## config.mk

```make
export PLATFORM = sky130hd
export DESIGN_NAME = servo_input_terminal_logic
export DESIGN_NICKNAME = d
export VERILOG_FILES = /design/src/common/servo_input_pkg.sv /design/src/rtl/hold_qualifier.sv /design/src/rtl/edge_capture.sv /design/src/rtl/servo_input_terminal_logic.sv
export SDC_FILE = /design/constraint.sdc
export NUM_CORES = 1
export LEC_CHECK = 0
export ABC_AREA = 0
export BUFFER_PORTS_ARGS = -buffer_cell sky130_fd_sc_hd__buf_2
export CAP_MARGIN = 15
export CORE_MARGIN = 2
export CORE_UTILIZATION = 50
export DETAILED_ROUTE_END_ITERATION = 7
export PLACE_DENSITY = 0.72
export SYNTH_ARGS = -nofsm -noshare
export SYNTH_HDL_FRONTEND = slang
export SYNTH_SLANG_ARGS = --single-unit
```

## constraint.sdc

```tcl
create_clock -name CORE_CLK -period 9.44 [get_ports CORE_CLK]
set_input_delay 1.888 -clock CORE_CLK [delete_from_list [all_inputs] [get_ports CORE_CLK]]
set_output_delay 1.888 -clock CORE_CLK [all_outputs]
set_load 0.005 [all_outputs]
```

## src/common/servo_input_pkg.sv

```systemverilog
package servo_input_pkg;

  // ****************************************
  // timing
  // ****************************************
  localparam longint CLK_HZ          = 64'd100_000_000;
  localparam longint WIPE_HOLD_S     = 64'd4;
  localparam longint WIPE_HOLD_CYC   = WIPE_HOLD_S * CLK_HZ;

  // ****************************************
  // register offsets
  // ****************************************
  localparam logic [7:0] OFS_CONFIG  = 8'h00;
  localparam logic [7:0] OFS_GEAR    = 8'h04;
  localparam logic [7:0] OFS_STATUS  = 8'h08;
  localparam logic [7:0] OFS_POS_ERR = 8'h0c;
  localparam logic [7:0] OFS_CAP_A   = 8'h10;
  localparam logic [7:0] OFS_CAP_B   = 8'h14;
  localparam logic [7:0] OFS_GEN_AN  = 8'h18;

  // ****************************************
  // config fields
  // ****************************************
  localparam int CFG_SEL_LSB   = 0;   // 7 bits: second-function select per terminal; SEL_PROBE switches two terminals
  localparam int SEL_PEN       = 0;
  localparam int SEL_CER       = 1;
  localparam int SEL_PPI       = 2;
  localparam int SEL_SS1       = 3;
  localparam int SEL_SS2       = 4;
  localparam int SEL_SRZ       = 5;
  localparam int SEL_PROBE     = 6;
  localparam int CFG_PROG_BIT  = 7;
  localparam int CFG_MODE_A    = 8;   // 2 bits
  localparam int CFG_MODE_B    = 10;  // 2 bits
  localparam int CFG_SPD_LIM   = 12;
  localparam int CFG_TRQ_LIM   = 13;
  localparam logic [31:0] CONFIG_RST = 32'h0000_0000;
  localparam logic [31:0] GEAR_RST   = 32'h0001_0001;

  // ****************************************
  // status fields
  // ****************************************
  localparam int ST_TRIP    = 0;
  localparam int ST_HOMING  = 1;
  localparam int ST_HOMED   = 2;
  localparam int ST_GEAR2   = 3;
  localparam int ST_STAGE   = 4;  // 2 bits
  localparam int ST_CAP_LSB = 8;  // 2 sticky capture flags

  typedef enum logic [1:0] {MODE_POS, MODE_SPD, MODE_TRQ, MODE_RSV} ctrl_mode_t;
  typedef enum logic [1:0] {ROLE_CMD, ROLE_BIAS, ROLE_LIMIT, ROLE_GENERAL} an_role_t;

endpackage

```

## src/rtl/hold_qualifier.sv

```systemverilog
module hold_qualifier #(
  parameter longint HOLD_CYC = 64'd400_000_000
) (
  // clock and reset
  input  wire logic clk,
  input  wire logic nrst,
  // level in, one pulse out
  input  wire logic level,
  output logic      fire
);
  localparam int CW = $clog2(HOLD_CYC + 1);

  generate
    if (HOLD_CYC < 1) begin : g_bad
      $error("hold count must be at least one cycle");
    end
  endgenerate

  logic [CW-1:0] cnt_r;
  logic          done_r;

  // count restarts on release, fires once per held assertion
  always_ff @(posedge clk or negedge nrst) begin
    if (!nrst) begin
      cnt_r  <= '0;
      done_r <= 1'b0;
      fire   <= 1'b0;
    end else begin
      fire <= 1'b0;
      if (!level) begin
        cnt_r  <= '0;
        done_r <= 1'b0;
      end else if (!done_r) begin
        if (cnt_r == CW'(HOLD_CYC - 1)) begin
          fire   <= 1'b1;
          done_r <= 1'b1;
        end else begin
          cnt_r <= cnt_r + 1'b1;
        end
      end
    end
  end
endmodule // hold_qualifier

```

## src/rtl/edge_capture.sv

```systemverilog
module edge_capture #(
  parameter int W = 32
) (
  // clock and reset
  input  wire logic         clk,
  input  wire logic         nrst,
  // probe and position
  input  wire logic         enable,
  input  wire logic         probe,
  input  wire logic [W-1:0] position,
  output logic      [W-1:0] held,
  output logic              hit
);
  logic prev_r;
  wire  any_edge = enable && (probe != prev_r);

  // both edges latch; prev tracks even while disabled so enabling makes no false edge
  always_ff @(posedge clk or negedge nrst) begin
    if (!nrst) begin
      prev_r <= 1'b0;
      held   <= '0;
      hit    <= 1'b0;
    end else begin
      prev_r <= probe;
      hit    <= any_edge;
      if (any_edge) begin
        held <= position;
      end
    end
  end
endmodule // edge_capture

```

## src/rtl/servo_input_terminal_logic.sv

```systemverilog
module servo_input_terminal_logic #(
  parameter int     POS_W            = 32,
  parameter int     AN_W             = 16,
  parameter longint WIPE_HOLD_CYCLES = servo_input_pkg::WIPE_HOLD_CYC
) (
  // clock and reset
  input  wire logic              CORE_CLK,
  input  wire logic              NRST,
  // register port
  input  wire logic [7:0]        ADDR,
  input  wire logic [31:0]       WDATA,
  input  wire logic              WR_STB,
  input  wire logic              RD_STB,
  output logic      [31:0]       RDATA,
  // shared input terminals
  input  wire logic              HOME_ZONE_SWITCH,
  input  wire logic              HOMING_REQUEST,
  input  wire logic              PULSE_TRAIN_GATE,
  input  wire logic              POSITION_ERROR_CLEAR,
  input  wire logic              PROPORTIONAL_ONLY_SELECT,
  input  wire logic              SPEED_SELECT_A,
  input  wire logic              SPEED_SELECT_B,
  input  wire logic              ZERO_SPEED_CLAMP,
  input  wire logic              CONTROL_LAW_SELECT,
  input  wire logic              TORQUE_LIMIT_ENABLE,
  input  wire logic              ALARM_RESET,
  // position command and feedback
  input  wire logic              CMD_PULSE,
  input  wire logic              CMD_DIR,
  input  wire logic              FB_PULSE,
  input  wire logic              FB_DIR,
  input  wire logic [POS_W-1:0]  ACTUAL_POS,
  // analog inputs as converted codes
  input  wire logic [AN_W-1:0]   ANALOG_IN_SPEED,
  input  wire logic [AN_W-1:0]   ANALOG_IN_TORQUE,
  input  wire logic [AN_W-1:0]   ANALOG_FWD_TORQUE_CAP,
  input  wire logic [AN_W-1:0]   ANALOG_BWD_TORQUE_CAP,
  // drive controls
  output logic      [POS_W-1:0]  POS_ERROR,
  output logic      [1:0]        CTRL_MODE,
  output logic      [1:0]        SPEED_STAGE,
  output logic                   RUN_FWD,
  output logic                   RUN_BWD,
  output logic                   SPEED_CLAMP,
  output logic                   P_ONLY,
  output logic                   GAIN_ALT,
  output logic                   GEAR_TWO,
  output logic                   TRIP,
  output logic                   OUTPUT_STOP,
  output logic                   TURN_COUNT_CLEAR,
  output logic                   HOMING_ACTIVE,
  output logic                   HOMED,
  // analog routing
  output logic      [AN_W-1:0]   SPEED_ANALOG,
  output logic      [1:0]        SPEED_ROLE,
  output logic      [AN_W-1:0]   TORQUE_ANALOG,
  output logic      [1:0]        TORQUE_ROLE,
  output logic                   TORQUE_LIMIT_ON,
  output logic      [AN_W-1:0]   FWD_TORQUE_CAP,
  output logic      [AN_W-1:0]   BWD_TORQUE_CAP
);

  generate
    if (POS_W < 16 || POS_W > 32 || AN_W < 1 || AN_W > 16) begin : g_bad
      $error("position width must be 16..32 and analog width 1..16");
    end
  endgenerate

  // ****************************************
  // registers and decode
  // ****************************************
  logic [31:0] config_r;
  logic [31:0] gear_r;
  logic [1:0]  cap_flag_r;

  wire wr_config = WR_STB && (ADDR == servo_input_pkg::OFS_CONFIG);
  wire wr_gear   = WR_STB && (ADDR == servo_input_pkg::OFS_GEAR);
  wire wr_status = WR_STB && (ADDR == servo_input_pkg::OFS_STATUS);

  always_ff @(posedge CORE_CLK or negedge NRST) begin
    if (!NRST) begin
      config_r <= servo_input_pkg::CONFIG_RST;
      gear_r   <= servo_input_pkg::GEAR_RST;
    end else begin
      if (wr_config) config_r <= WDATA;
      if (wr_gear) gear_r <= WDATA;
    end
  end

  // ****************************************
  // terminal function split
  // ****************************************
  wire [6:0] second = config_r[servo_input_pkg::CFG_SEL_LSB +: 7];
  wire       prog_op = config_r[servo_input_pkg::CFG_PROG_BIT];

  wire pen_second   = second[servo_input_pkg::SEL_PEN];
  wire cer_second   = second[servo_input_pkg::SEL_CER];
  wire ppi_second   = second[servo_input_pkg::SEL_PPI];
  wire ss1_second   = second[servo_input_pkg::SEL_SS1];
  wire ss2_second   = second[servo_input_pkg::SEL_SS2];
  wire srz_second   = second[servo_input_pkg::SEL_SRZ];
  wire probe_second = second[servo_input_pkg::SEL_PROBE];

  // each terminal feeds only its selected function
  wire pulse_train_gate       = PULSE_TRAIN_GATE && !pen_second;
  wire ahead_run_command      = PULSE_TRAIN_GATE && pen_second;
  wire position_error_clear   = POSITION_ERROR_CLEAR && !cer_second;
  wire backward_run_command   = POSITION_ERROR_CLEAR && cer_second;
  wire proportional_only_sel  = PROPORTIONAL_ONLY_SELECT && !ppi_second;
  wire loop_gain_swap         = PROPORTIONAL_ONLY_SELECT && ppi_second;
  wire speed_select_a         = SPEED_SELECT_A && !ss1_second;
  wire gear_ratio_two_select  = SPEED_SELECT_A && ss1_second;
  wire speed_select_b         = SPEED_SELECT_B && !ss2_second;
  wire turn_count_wipe        = SPEED_SELECT_B && ss2_second;
  wire zero_speed_clamp       = ZERO_SPEED_CLAMP && !srz_second;
  wire external_trip_input    = ZERO_SPEED_CLAMP && srz_second;
  wire control_law_select     = CONTROL_LAW_SELECT && !probe_second;
  wire homing_request         = HOMING_REQUEST && !probe_second;
  wire capture_input_a        = CONTROL_LAW_SELECT;
  wire capture_input_b        = HOMING_REQUEST;

  // ****************************************
  // control mode
  // ****************************************
  wire [1:0] mode_nxt = control_law_select ? config_r[servo_input_pkg::CFG_MODE_B +: 2]
                                           : config_r[servo_input_pkg::CFG_MODE_A +: 2];
  wire       pos_mode = (CTRL_MODE == servo_input_pkg::MODE_POS);

  // ****************************************
  // trip
  // ****************************************
  // set wins over reset so a trip still present is never dropped
  wire trip_nxt = external_trip_input ? 1'b1 :
                  ALARM_RESET         ? 1'b0 : TRIP;

  // ****************************************
  // multistage speed and run direction
  // ****************************************
  wire [1:0] stage_nxt = {speed_select_b, speed_select_a};
  wire       run_ok    = (stage_nxt != 2'b00) && !trip_nxt;
  // both directions at once is treated as stop
  wire       fwd_nxt   = run_ok && ahead_run_command && !backward_run_command;
  wire       bwd_nxt   = run_ok && backward_run_command && !ahead_run_command;

  // ****************************************
  // homing
  // ****************************************
  typedef enum logic [1:0] {H_IDLE, H_SEEK, H_ZONE} home_st_t;
  home_st_t home_r;
  home_st_t home_nxt;
  logic     home_req_prev_r;
  logic     homed_nxt;

  wire home_start = homing_request && !home_req_prev_r && pos_mode && !TRIP;

  always_comb begin
    home_nxt  = home_r;
    homed_nxt = HOMED;
    unique case (home_r)
      H_IDLE: begin
        if (home_start) begin
          home_nxt  = H_SEEK;
          homed_nxt = 1'b0;
        end
      end
      H_SEEK: begin
        if (HOME_ZONE_SWITCH) home_nxt = H_ZONE;
      end
      H_ZONE: begin
        // home reached on leaving the zone edge
        if (!HOME_ZONE_SWITCH) begin
          home_nxt  = H_IDLE;
          homed_nxt = 1'b1;
        end
      end
    endcase
    // homing is a position-mode operation; a mode change or trip aborts it
    if (!pos_mode || TRIP) begin
      home_nxt = H_IDLE;
    end
  end

  // ****************************************
  // pulse train, gear and error counter
  // ****************************************
  logic signed [POS_W-1:0] pend_r;
  logic                    gear2_prev_r;

  wire accept   = CMD_PULSE && pulse_train_gate;
  wire gear_sw  = gear_ratio_two_select != gear2_prev_r;
  wire [15:0] gear_num = GEAR_TWO ? gear_r[31:16] : gear_r[15:0];
  wire signed [POS_W-1:0] gear_step = POS_W'(signed'({1'b0, gear_num}));
  wire signed [POS_W-1:0] pend_one  = (pend_r > 0) ?  POS_W'(1) :
                                      (pend_r < 0) ? -POS_W'(1) : '0;
  wire signed [POS_W-1:0] pend_in   = !accept ? '0 : (CMD_DIR ? -POS_W'(1) : POS_W'(1));
  wire signed [POS_W-1:0] fb_in     = !FB_PULSE ? '0 : (FB_DIR ? -POS_W'(1) : POS_W'(1));
  wire signed [POS_W-1:0] cmd_move  = (pend_r > 0) ?  gear_step :
                                      (pend_r < 0) ? -gear_step : '0;

  // a gear change drops whatever pulses are still waiting
  wire signed [POS_W-1:0] pend_nxt = (gear_sw || position_error_clear) ? '0 :
                                     pend_r - pend_one + pend_in;
  wire signed [POS_W-1:0] err_nxt  = position_error_clear ? '0 :
                                     signed'(POS_ERROR) + cmd_move - fb_in;

  // ****************************************
  // analog routing
  // ****************************************
  wire spd_lim_sel = config_r[servo_input_pkg::CFG_SPD_LIM];
  wire trq_lim_sel = config_r[servo_input_pkg::CFG_TRQ_LIM];
  wire [1:0] spd_role_nxt =
      prog_op                                   ? servo_input_pkg::ROLE_GENERAL :
      (mode_nxt == servo_input_pkg::MODE_SPD)   ? servo_input_pkg::ROLE_CMD :
      spd_lim_sel                               ? servo_input_pkg::ROLE_LIMIT :
                                                  servo_input_pkg::ROLE_BIAS;
  wire [1:0] trq_role_nxt =
      prog_op                                   ? servo_input_pkg::ROLE_GENERAL :
      (mode_nxt == servo_input_pkg::MODE_TRQ)   ? servo_input_pkg::ROLE_CMD :
      trq_lim_sel                               ? servo_input_pkg::ROLE_LIMIT :
                                                  servo_input_pkg::ROLE_BIAS;
  // caps read zero when limiting is off so the loop never limits by accident
  wire [AN_W-1:0] fwd_cap_nxt = TORQUE_LIMIT_ENABLE ? ANALOG_FWD_TORQUE_CAP : '0;
  wire [AN_W-1:0] bwd_cap_nxt = TORQUE_LIMIT_ENABLE ? ANALOG_BWD_TORQUE_CAP : '0;

  // ****************************************
  // turn count wipe and captures
  // ****************************************
  logic wipe_fire;

  hold_qualifier #(
    .HOLD_CYC (WIPE_HOLD_CYCLES)
  ) u_wipe (
    .clk   (CORE_CLK),
    .nrst  (NRST),
    .level (turn_count_wipe),
    .fire  (wipe_fire)
  );

  logic [POS_W-1:0] cap_pos [2];
  logic [1:0]       cap_hit;
  wire  [1:0]       cap_in = {capture_input_b, capture_input_a};

  for (genvar g = 0; g < 2; g++) begin : g_cap
    edge_capture #(
      .W (POS_W)
    ) u_cap (
      .clk      (CORE_CLK),
      .nrst     (NRST),
      .enable   (probe_second),
      .probe    (cap_in[g]),
      .position (ACTUAL_POS),
      .held     (cap_pos[g]),
      .hit      (cap_hit[g])
    );
  end

  // a new capture wins over a write-one clear in the same cycle
  wire [1:0] cap_clr      = wr_status ? WDATA[servo_input_pkg::ST_CAP_LSB +: 2] : 2'b00;
  wire [1:0] cap_flag_nxt = cap_hit | (cap_flag_r & ~cap_clr);

  // ****************************************
  // read mux
  // ****************************************
  wire [31:0] status_word = {22'h0, cap_flag_r, 2'b00, SPEED_STAGE, GEAR_TWO,
                             HOMED, HOMING_ACTIVE, TRIP};
  wire [31:0] rd_nxt =
      (ADDR == servo_input_pkg::OFS_CONFIG)  ? config_r :
      (ADDR == servo_input_pkg::OFS_GEAR)    ? gear_r :
      (ADDR == servo_input_pkg::OFS_STATUS)  ? status_word :
      (ADDR == servo_input_pkg::OFS_POS_ERR) ? 32'(POS_ERROR) :
      (ADDR == servo_input_pkg::OFS_CAP_A)   ? 32'(cap_pos[0]) :
      (ADDR == servo_input_pkg::OFS_CAP_B)   ? 32'(cap_pos[1]) :
      (ADDR == servo_input_pkg::OFS_GEN_AN)  ? {16'(ANALOG_IN_TORQUE), 16'(ANALOG_IN_SPEED)} :
                                               32'h0000_0000;

  // ****************************************
  // state and outputs
  // ****************************************
  always_ff @(posedge CORE_CLK or negedge NRST) begin
    if (!NRST) begin
      RDATA           <= 32'h0000_0000;
      home_r          <= H_IDLE;
      home_req_prev_r <= 1'b0;
      gear2_prev_r    <= 1'b0;
      pend_r          <= '0;
      cap_flag_r      <= 2'b00;
      POS_ERROR       <= '0;
      CTRL_MODE       <= servo_input_pkg::MODE_POS;
      SPEED_STAGE     <= 2'b00;
      RUN_FWD         <= 1'b0;
      RUN_BWD         <= 1'b0;
      SPEED_CLAMP     <= 1'b0;
      P_ONLY          <= 1'b0;
      GAIN_ALT        <= 1'b0;
      GEAR_TWO        <= 1'b0;
      TRIP            <= 1'b0;
      OUTPUT_STOP     <= 1'b0;
      TURN_COUNT_CLEAR <= 1'b0;
      HOMING_ACTIVE   <= 1'b0;
      HOMED           <= 1'b0;
      SPEED_ANALOG    <= '0;
      SPEED_ROLE      <= servo_input_pkg::ROLE_CMD;
      TORQUE_ANALOG   <= '0;
      TORQUE_ROLE     <= servo_input_pkg::ROLE_CMD;
      TORQUE_LIMIT_ON <= 1'b0;
      FWD_TORQUE_CAP  <= '0;
      BWD_TORQUE_CAP  <= '0;
    end else begin
      RDATA           <= RD_STB ? rd_nxt : 32'h0000_0000;
      home_r          <= home_nxt;
      home_req_prev_r <= homing_request;
      gear2_prev_r    <= gear_ratio_two_select;
      pend_r          <= pend_nxt;
      cap_flag_r      <= cap_flag_nxt;
      POS_ERROR       <= err_nxt;
      CTRL_MODE       <= mode_nxt;
      SPEED_STAGE     <= stage_nxt;
      RUN_FWD         <= fwd_nxt;
      RUN_BWD         <= bwd_nxt;
      SPEED_CLAMP     <= zero_speed_clamp;
      P_ONLY          <= proportional_only_sel;
      GAIN_ALT        <= loop_gain_swap;
      GEAR_TWO        <= gear_ratio_two_select;
      TRIP            <= trip_nxt;
      OUTPUT_STOP     <= trip_nxt;
      TURN_COUNT_CLEAR <= wipe_fire;
      HOMING_ACTIVE   <= (home_nxt != H_IDLE);
      HOMED           <= homed_nxt;
      SPEED_ANALOG    <= ANALOG_IN_SPEED;
      SPEED_ROLE      <= spd_role_nxt;
      TORQUE_ANALOG   <= ANALOG_IN_TORQUE;
      TORQUE_ROLE     <= trq_role_nxt;
      TORQUE_LIMIT_ON <= TORQUE_LIMIT_ENABLE;
      FWD_TORQUE_CAP  <= fwd_cap_nxt;
      BWD_TORQUE_CAP  <= bwd_cap_nxt;
    end
  end

endmodule // servo_input_terminal_logic

```

==> run metrics, run 1 <==
Critical Path Start gear2_prev_r; gr usage total 0.267; htree depth 2; CP Capture Type flop; Critical Path AT 6.16 ns; EDFF count, synth 0; Clock Sink Count 347; CP Cell Sequence mux2i_1 -> ha_1 -> inv_1 -> nor2_1 -> o21ai_0 -> nor3_1 -> o211ai_1 -> nand2b_1 -> xnor2_1 -> a21oi_1 -> fa_1 -> inv_1 -> ha_1 -> nand3_1 -> o31a_1 -> o31ai_2 -> inv_1 -> o21ai_2 -> a21oi_1 -> a311o_1; final max-slew violation count 0; total power 7.03 mW; grt ovf 0; CP most frequent cell inv_1; TritonCTS clock tree done; Post-layout nets 2581; die area 40900 sq um; Synth area leaders dfrtp_1, fa_1, nand2_1; Seq/Total Area, Yosys 0.442; slowest stage delay, CP 0.89 ns; Worst-path clk slew 0.06 ns; Post-Synthesis Cell Area 19700 sq um; core area 38700 sq um; TritonCTS Buffers 39; R2R Path Start gear2_prev_r; Hold Path Class flop to flop; minimum clock period 5.72 ns; Vias/cell 5.58; DR WL/cell 19.0 um; DP HPWL 40.3 mm; Vias 15900; antenna violations before repair 6; share of the synthesized area in the top cell type 0.439; ys flop type dfrtp_1; worst-skew pair later-pin latency 0.58 ns; Peak VDD IR 0.208 mV; leading area contributor after synthesis dfrtp_1; syn nets 2298; cell row count 72; pwr dens 307 nW/um^2; layout cell share with drive strength beyond 1 0.211; port bufs 302; synthesized flop and latch total 347; Max Clk Rate 175 MHz; Post-CTS Hold Fix Bufs 0; final worst path period share 0.606; Setup CP Type flop to flop; first-pass GRT wire length 86.5 mm; Post-synth ARST share 1.00; First-pass DRT Iterations 6; min-delay src u_wipe.fire; critical path startpoint category flop; Detail Route Antenna Nets 0; DR iter-0 viols 1108; skew final 0.0128 ns; CTS root buf clkbuf_16; DRC violations left 0; Post-Route Setup TNS 0 ns; Syn Inst Count 2010; post_cts resized 0; CP Data Required Time 9.89 ns; synth warn 0; CP max stage cell dfrtp_2; Cell variety after synth 88; postcts setup bufs 0; syn_area_per_cell 9.78 sq um; RSZ-0062 raised after global routing false; largest net degree at the start of global routing 79; die width 202 um; status finished, final reports clean; endpoints failing hold 0; number of global-route vias before repair 15800; initial core utilization 0.507; maxcap violations 0; gpl congestion 0.947; Die Span Y 202 um; Setup Viol. Count Final 0; leak pwr 11.7 nW; slew margin rel. 0.188; clock tree buffer depth 3; Routed WL 54.2 mm; Slew @ Worst Pin 1.22 ns; IO Pins 303; Critical Path Fanout Max 41; P&R area growth vs syn 16.7%
==> report_power, final <==
group	internal (mW)	switching, mW
sequential	1.74	0.204
combinational	1.46	2.08
clock	0.912	0.634
total	4.11	2.92
==> cells by family after synthesis <==
kind of cell | after synthesis | share of synthesized area
adder cells (fa/ha/maj) | 133 | 0.108
XOR/XNOR | 83 | 0.0370
multiplexers | 120 | 0.0655
AO/OA/AOI/OAI | 389 | 0.133
AND/OR/NAND/NOR | 649 | 0.156
flip-flops | 347 | 0.442
buffers and inverters | 289 | 0.0579
==> cells in the final DEF, fill, tap and decap left out, types with 45 or more instances in the layout <==
master     n
dfrtp_1  343
a22oi_1   45
fa_1      62
ha_1      71
mux2_2    67
o21ai_0   90
nand2_1  286
nor2_1   140
inv_1    208
a21oi_1   89
buf_2    301
xor2_1    46
mux2i_1   51
==> sequential cells by signal, indices dropped and copies added (netlist names), 2 cells and up <==
signal	count
TORQUE_ANALOG	16
CTRL_MODE	2
FWD_TORQUE_CAP	16
POS_ERROR	32
home_r	2
g_cap.u_cap.hit	2
SPEED_ROLE	2
pend_r	32
TORQUE_ROLE	2
u_wipe.cnt_r	29
config_r	32
SPEED_ANALOG	16
g_cap.u_cap.prev_r	2
SPEED_STAGE	2
BWD_TORQUE_CAP	16
RDATA	32
gear_r	32
cap_flag_r	2
g_cap.u_cap.held	64
==> per-stage QoR <==
stage | instances | util | hold slack [ns] | worst slack, ns | cell area, sq um
after floorplan | 2010 | - | 0.331 | 2.91 | 19700
after global placement | 2770 | 0.558 | 0.342 | 3.86 | 21600
after detailed placement | 2770 | 0.558 | 0.342 | 3.77 | 21600
after CTS | 2841 | 0.592 | 0.356 | 3.77 | 22900
after global routing | 2844 | 0.592 | 0.363 | 3.25 | 22900
final | 2846 | 0.592 | 0.351 | 3.72 | 22900
==> worst paths after layout <==
| kind | cells after the start | end | slack [ns] |
|---|---|---|---|
| hold reg to reg | 0 | TURN_COUNT_CLEAR | 0.35 |
| min in group asynchronous | 1 | pend_r[13] | 1.26 |
| setup reg to reg | 20 | POS_ERROR[26] | 3.72 |
| hold / removal | 0 | TURN_COUNT_CLEAR | 0.35 |
| setup / recovery | 20 | POS_ERROR[26] | 3.72 |
| max in group asynchronous | 2 | g_cap[1].u_cap.held[24] | 6.80 |
==> worst max-delay path: cells and delay by family, from the launching register on <==
kind	cells	cell delay, ns
compound gates	8	1.93
flops	1	0.89
simple gates	4	0.97
xor+xnor	1	0.16
buf+inv	3	0.20
mux	1	0.33
fa+ha+maj	3	1.08
==> area by class of cell <==
cell class	instances	area [sq um]
clock inverters	10	159
multi-input cells	1374	9840
clock buffers	61	1130
diodes	5	12.5
repair buffers	322	1670
flip-flops and latches	347	8690
well taps	518	648
inverters	209	785
fillers	3306	15800
==> routing by layer <==
layer	vias to the layer above	part of all wire	track usage
met4	4	0.037	0.0985
met3	117	0.070	0.0471
li1	7338	-	-
met5	-	0.00063	0
met2	609	0.47	0.431
met1	7805	0.42	0.362
==> cells in the mapped netlist (46+ instances only) <==
cell type  count
clkbuf_1      57
xor2_1        46
o21ai_0       90
mux2i_1       51
dfrtp_1      345
inv_1        208
mux2_2        67
ha_1          71
fa_1          62
a21oi_1       89
nor2_1       140
nand2_1      286
No activity file was read; power rests on OpenSTA's default activity.
==> inputs of run 2 (changes only) <==
- clock period: 9.44 -> 5.7 ns (I/O delays scaled with it)
==> run metrics, run 2 (synthesis results as in run 1) <==
Post-Route Utilization 0.594; P&R area growth vs syn 17.1%; Post-Route Setup TNS 0 ns; R2R cell count 20; status finished, final reports clean; Global Route met1 Usage 0.362; Clock Sink Count 347; number of global-route vias before repair 15800; routing usage on met2 0.430; Critical Path Sink POS_ERROR[28]; gpl congestion 0.930; minimum clock period 5.22 ns; worst setup margin 0.478 ns; Worst R2R Setup Slack 0.48 ns; postcts setup bufs 0; max reg flops 64; Hold Path Class flop to flop; gr usage total 0.268; TritonCTS Buffers 40; worst-skew pair later-pin latency 0.58 ns; Worst-path clk slew 0.06 ns; CP Data Required Time 6.14 ns; Largest Register g_cap.u_cap.held; final worst path period share 0.916; endpoints failing hold 0; Routed WL 54.6 mm; DR WL/cell 19.1 um; htree depth 2; Setup Viol. Count Final 0; RSZ-0062 raised after global routing false; CP Capture Type flop; total power 11.6 mW; First-pass DRT Iterations 6; Post-CTS Hold Fix Bufs 0; Critical Path Start gear2_prev_r; slew margin rel. 0.270; Critical Path AT 5.66 ns; critical path startpoint category flop; Peak VDD IR 0.263 mV; R2R Path End POS_ERROR[28]; first-pass GRT wire length 86.4 mm; R2R Path Start gear2_prev_r; core area 38700 sq um; Critical Path Fanout Max 33; DR iter-0 viols 1027; DRC violations left 0; cell row count 72; IO Pins 303; antenna violations before repair 3; Vias/cell 5.56; Fill cells 3299; most frequent cells in the layout dfrtp_1, buf_2, nand2_1, inv_1, nor2_1; pwr dens 505 nW/um^2; leak pwr 11.8 nW; Slew @ Worst Pin 1.09 ns; grt ovf 0; Die Span Y 202 um; largest net degree at the start of global routing 170; layout cell share with drive strength beyond 1 0.217; initial core utilization 0.507; Placed Area 21700 sq um; Vias 15900; clock tree buffer depth 3; Setup CP Type flop to flop; skew final 0.0275 ns; maxcap violations 0; post_cts resized 0; pre-CTS setup slack 0.528 ns; DP HPWL 40.6 mm; TritonCTS clock tree done; Detail Route Antenna Nets 0; CTS root buf clkbuf_16; final max-slew violation count 0; die width 202 um; port bufs 302; Post-layout nets 2586; Final Cell Area 23000 sq um; die area 40900 sq um; met3 Usage GRT 0.0548; Max Clk Rate 191 MHz; commonest non-fill, non-tap cell in the layout dfrtp_1; GRT Max-Usage Layer met2
[run 2: area by class of cell]
cell class | count | area [sq um] | area share
inverter | 209 | 785 | 0.0341
tap | 518 | 648 | 0.0282
clock inverter | 12 | 100 | 0.00435
multi-input combinational | 1374 | 9850 | 0.428
sequential | 347 | 8690 | 0.377
clock buffer | 61 | 1220 | 0.0530
timing repair buffer | 326 | 1730 | 0.0750
antenna | 3 | 7.51 | 0.000326
[run 2: report_power, final]
part	switching [mW]	internal, mW	total [mW]	leakage, nW
Sequential	0.357	2.88	3.23	4.55
Combinational	3.41	2.43	5.84	6.54
Clock	1.06	1.49	2.55	0.656
[run 2: worst max-delay path, stage by stage, from the launching register on]
cell and delay [ns]:
dfrtp_2 0.47, buf_4 0.39, nor3b_1 0.24, o21ai_0 0.22
nor3_1 0.35, nor2b_1 0.26, o21ai_1 0.27, xnor2_1 0.23
a21oi_1 0.11, fa_1 0.54, inv_1 0.04, ha_1 0.35
a21oi_1 0.16, o21ai_0 0.14, o21ai_0 0.18, o31a_1 0.24
a21oi_1 0.13, and4_4 0.21, a2111oi_4 0.33, xor2_1 0.18
nor2_1 0.05
[run 2: how the worst min path moves through the flow]
| stage | start | slack [ns] | cells past startpoint | to |
|---|---|---|---|---|
| floorplan | u_wipe.fire | 0.33 | 0 | TURN_COUNT_CLEAR |
| global placement | u_wipe.fire | 0.36 | 0 | TURN_COUNT_CLEAR |
| detailed placement | u_wipe.fire | 0.34 | 0 | TURN_COUNT_CLEAR |
| CTS | u_wipe.fire | 0.35 | 0 | TURN_COUNT_CLEAR |
| global route | u_wipe.fire | 0.36 | 0 | TURN_COUNT_CLEAR |
| finish | u_wipe.fire | 0.35 | 0 | TURN_COUNT_CLEAR |
[run 2: metal layers]
metal	share of wire	vias up	wire, um
met4	0.033	0	1790
met1	0.42	7781	23000
met5	0	-	0
li1	-	7338	-
met2	0.47	637	25800
met3	0.074	101	4050
[run 2: per-stage QoR]
stage	std cells	hold slack [ns]
final	2850	0.352
after global routing	2850	0.364
after CTS	2847	0.353
after detailed placement	2774	0.339
after global placement	2774	0.357
after floorplan	2010	0.331
==> inputs of run 3 (changes only) <==
- clock period: 5.7 -> 5.74 ns (I/O delays scaled with it)
==> run metrics, run 3 (synthesis results as in run 1) <==
DP HPWL 40.5 mm; Largest Register g_cap.u_cap.held; Vias 15700; Worst R2R Setup Slack 0.39 ns; CP Capture Type flop; Final Cell Area 23000 sq um; CTS root buf clkbuf_16; Hold Crit Depth 0; DRC violations left 0; CP Data Required Time 6.18 ns; Worst-path clk slew 0.06 ns; R2R Path End POS_ERROR[26]; Min Hold Slack 0.389 ns; gpl congestion 0.889; TritonCTS clock tree done; htree depth 2; pre-CTS setup slack 0.454 ns; Setup CP Type flop to flop; worst-skew pair later-pin latency 0.57 ns; port bufs 302; IO Pins 303; Hold Path Sink TURN_COUNT_CLEAR; min-delay src u_wipe.fire; skew final 0.0204 ns; Routed WL 54.3 mm; status finished, final reports clean; antenna violations before repair 3; layout cell share with drive strength beyond 1 0.215; critical path startpoint category flop; P&R area growth vs syn 17.1%; core area 38700 sq um; clock tree buffer depth 3; final worst path period share 0.931; first-pass GRT wire length 85.6 mm; DR iter-0 viols 1103; worst setup margin 0.393 ns; cell row count 72; Detail Route Antenna Nets 0; number of global-route vias before repair 15700; endpoints failing hold 0; Peak VDD IR 0.425 mV; die area 40900 sq um; leak pwr 11.7 nW; First-pass DRT Iterations 6; DR WL/cell 19.1 um; pwr dens 507 nW/um^2; Fill cells 3346; most frequent cells in the layout dfrtp_1, buf_2, nand2_1, inv_1, nor2_1; die width 202 um; postcts setup bufs 0; grt ovf 0; Setup Viol. Count Final 0; Vias/cell 5.53; max reg flops 64; final max-slew violation count 0; Clock Sink Count 347; R2R cell count 21; Die Span Y 202 um; Critical Path Fanout Max 33; minimum clock period 5.35 ns; R2R Path Start gear2_prev_r; Hold Path Class flop to flop; commonest non-fill, non-tap cell in the layout dfrtp_1; gr usage total 0.266; Post-layout nets 2583; Placed Area 21700 sq um; RSZ-0062 raised after global routing false; Critical Path AT 5.79 ns; slew margin rel. 0.238; largest net degree at the start of global routing 130; maxcap violations 0; Max Clk Rate 187 MHz; Slew @ Worst Pin 1.14 ns; initial core utilization 0.507; TritonCTS Buffers 40
run 3: cell types whose count changed in the layout (fill, tap and decap cells not counted):
cell       delta
clkbuf_16     -1
clkinv_2      -2
clkbuf_1      -2
clkinv_8      +1
fa_2          -1
clkinv_4      -2
inv_16        -2
inv_6         +2
diode_2       +1
bufinv_16     +4
clkbuf_8      -2
buf_4         -3
fa_1          +1
run 3: layout make-up:
class	count	area [sq um]	area share
Antenna cell	4	10.0	0.000435
Clock buffer	56	1160	0.0504
Clock inverter	13	186	0.00810
Inverter	209	785	0.0341
Multi-Input combinational cell	1374	9840	0.427
Sequential cell	347	8690	0.377
Tap cell	518	648	0.0281
Timing Repair Buffer	323	1700	0.0740
run 3: routing by layer:
layer / global-route usage / routed length [um] / up-vias
li1: - / - / 7339
met1: 0.359 / 23200 / 7623
met4: 0.110 / 2070 / 0
met5: 0 / 0 / -
met3: 0.0501 / 4000 / 116
met2: 0.423 / 25100 / 649
run 3: timing repair:
item / 4_1_cts / 5_1_grt
setup endpoints to repair: 0 / 2
hold buffers: 0 / 0
hold endpoints to repair: 0 / 0
resized for setup: 0 / 1
run 3: where the power goes:
part	total, mW	switching (mW)	internal, mW
Combinational	5.82	3.41	2.41
Sequential	3.21	0.358	2.86
Clock	2.63	1.04	1.59
Total	11.7	4.81	6.86
run 3: through the flow:
| stage | TNS, ns | utilization | instances | power [mW] |
|---|---|---|---|---|
| after floorplan | -0.0125 | - | 2010 | 7.56 |
| after global placement | 0 | 0.559 | 2771 | 8.81 |
| after detailed placement | 0 | 0.559 | 2771 | 8.98 |
| after CTS | 0 | 0.594 | 2840 | 11.7 |
| after global routing | 0 | 0.594 | 2843 | 12.6 |
| final | 0 | 0.594 | 2844 | 11.7 |
run 3: worst max-delay path: stages (launching register included):
cell,delay [ns]
dfrtp_2,0.47
buf_4,0.39
nor3b_1,0.21
o21ai_0,0.22
nor3_1,0.38
nor2b_1,0.28
o21ai_1,0.29
nor2_1,0.17
ha_1,0.27
o21ai_0,0.35
fa_1,0.50
inv_1,0.10
ha_1,0.27
a21o_1,0.15
a21o_1,0.10
a21oi_1,0.06
o21a_1,0.20
o31ai_2,0.08
inv_1,0.09
o21ai_2,0.25
a21oi_1,0.10
a311o_1,0.28
run 3: how the worst max path moves through the flow:
stage | startpoint | endpoint
detailed placement | gear2_prev_r | POS_ERROR[26]
floorplan | PULSE_TRAIN_GATE | pend_r[31]
finish | gear2_prev_r | POS_ERROR[26]
CTS | gear2_prev_r | POS_ERROR[26]
global placement | gear2_prev_r | POS_ERROR[26]
global route | gear2_prev_r | POS_ERROR[28]
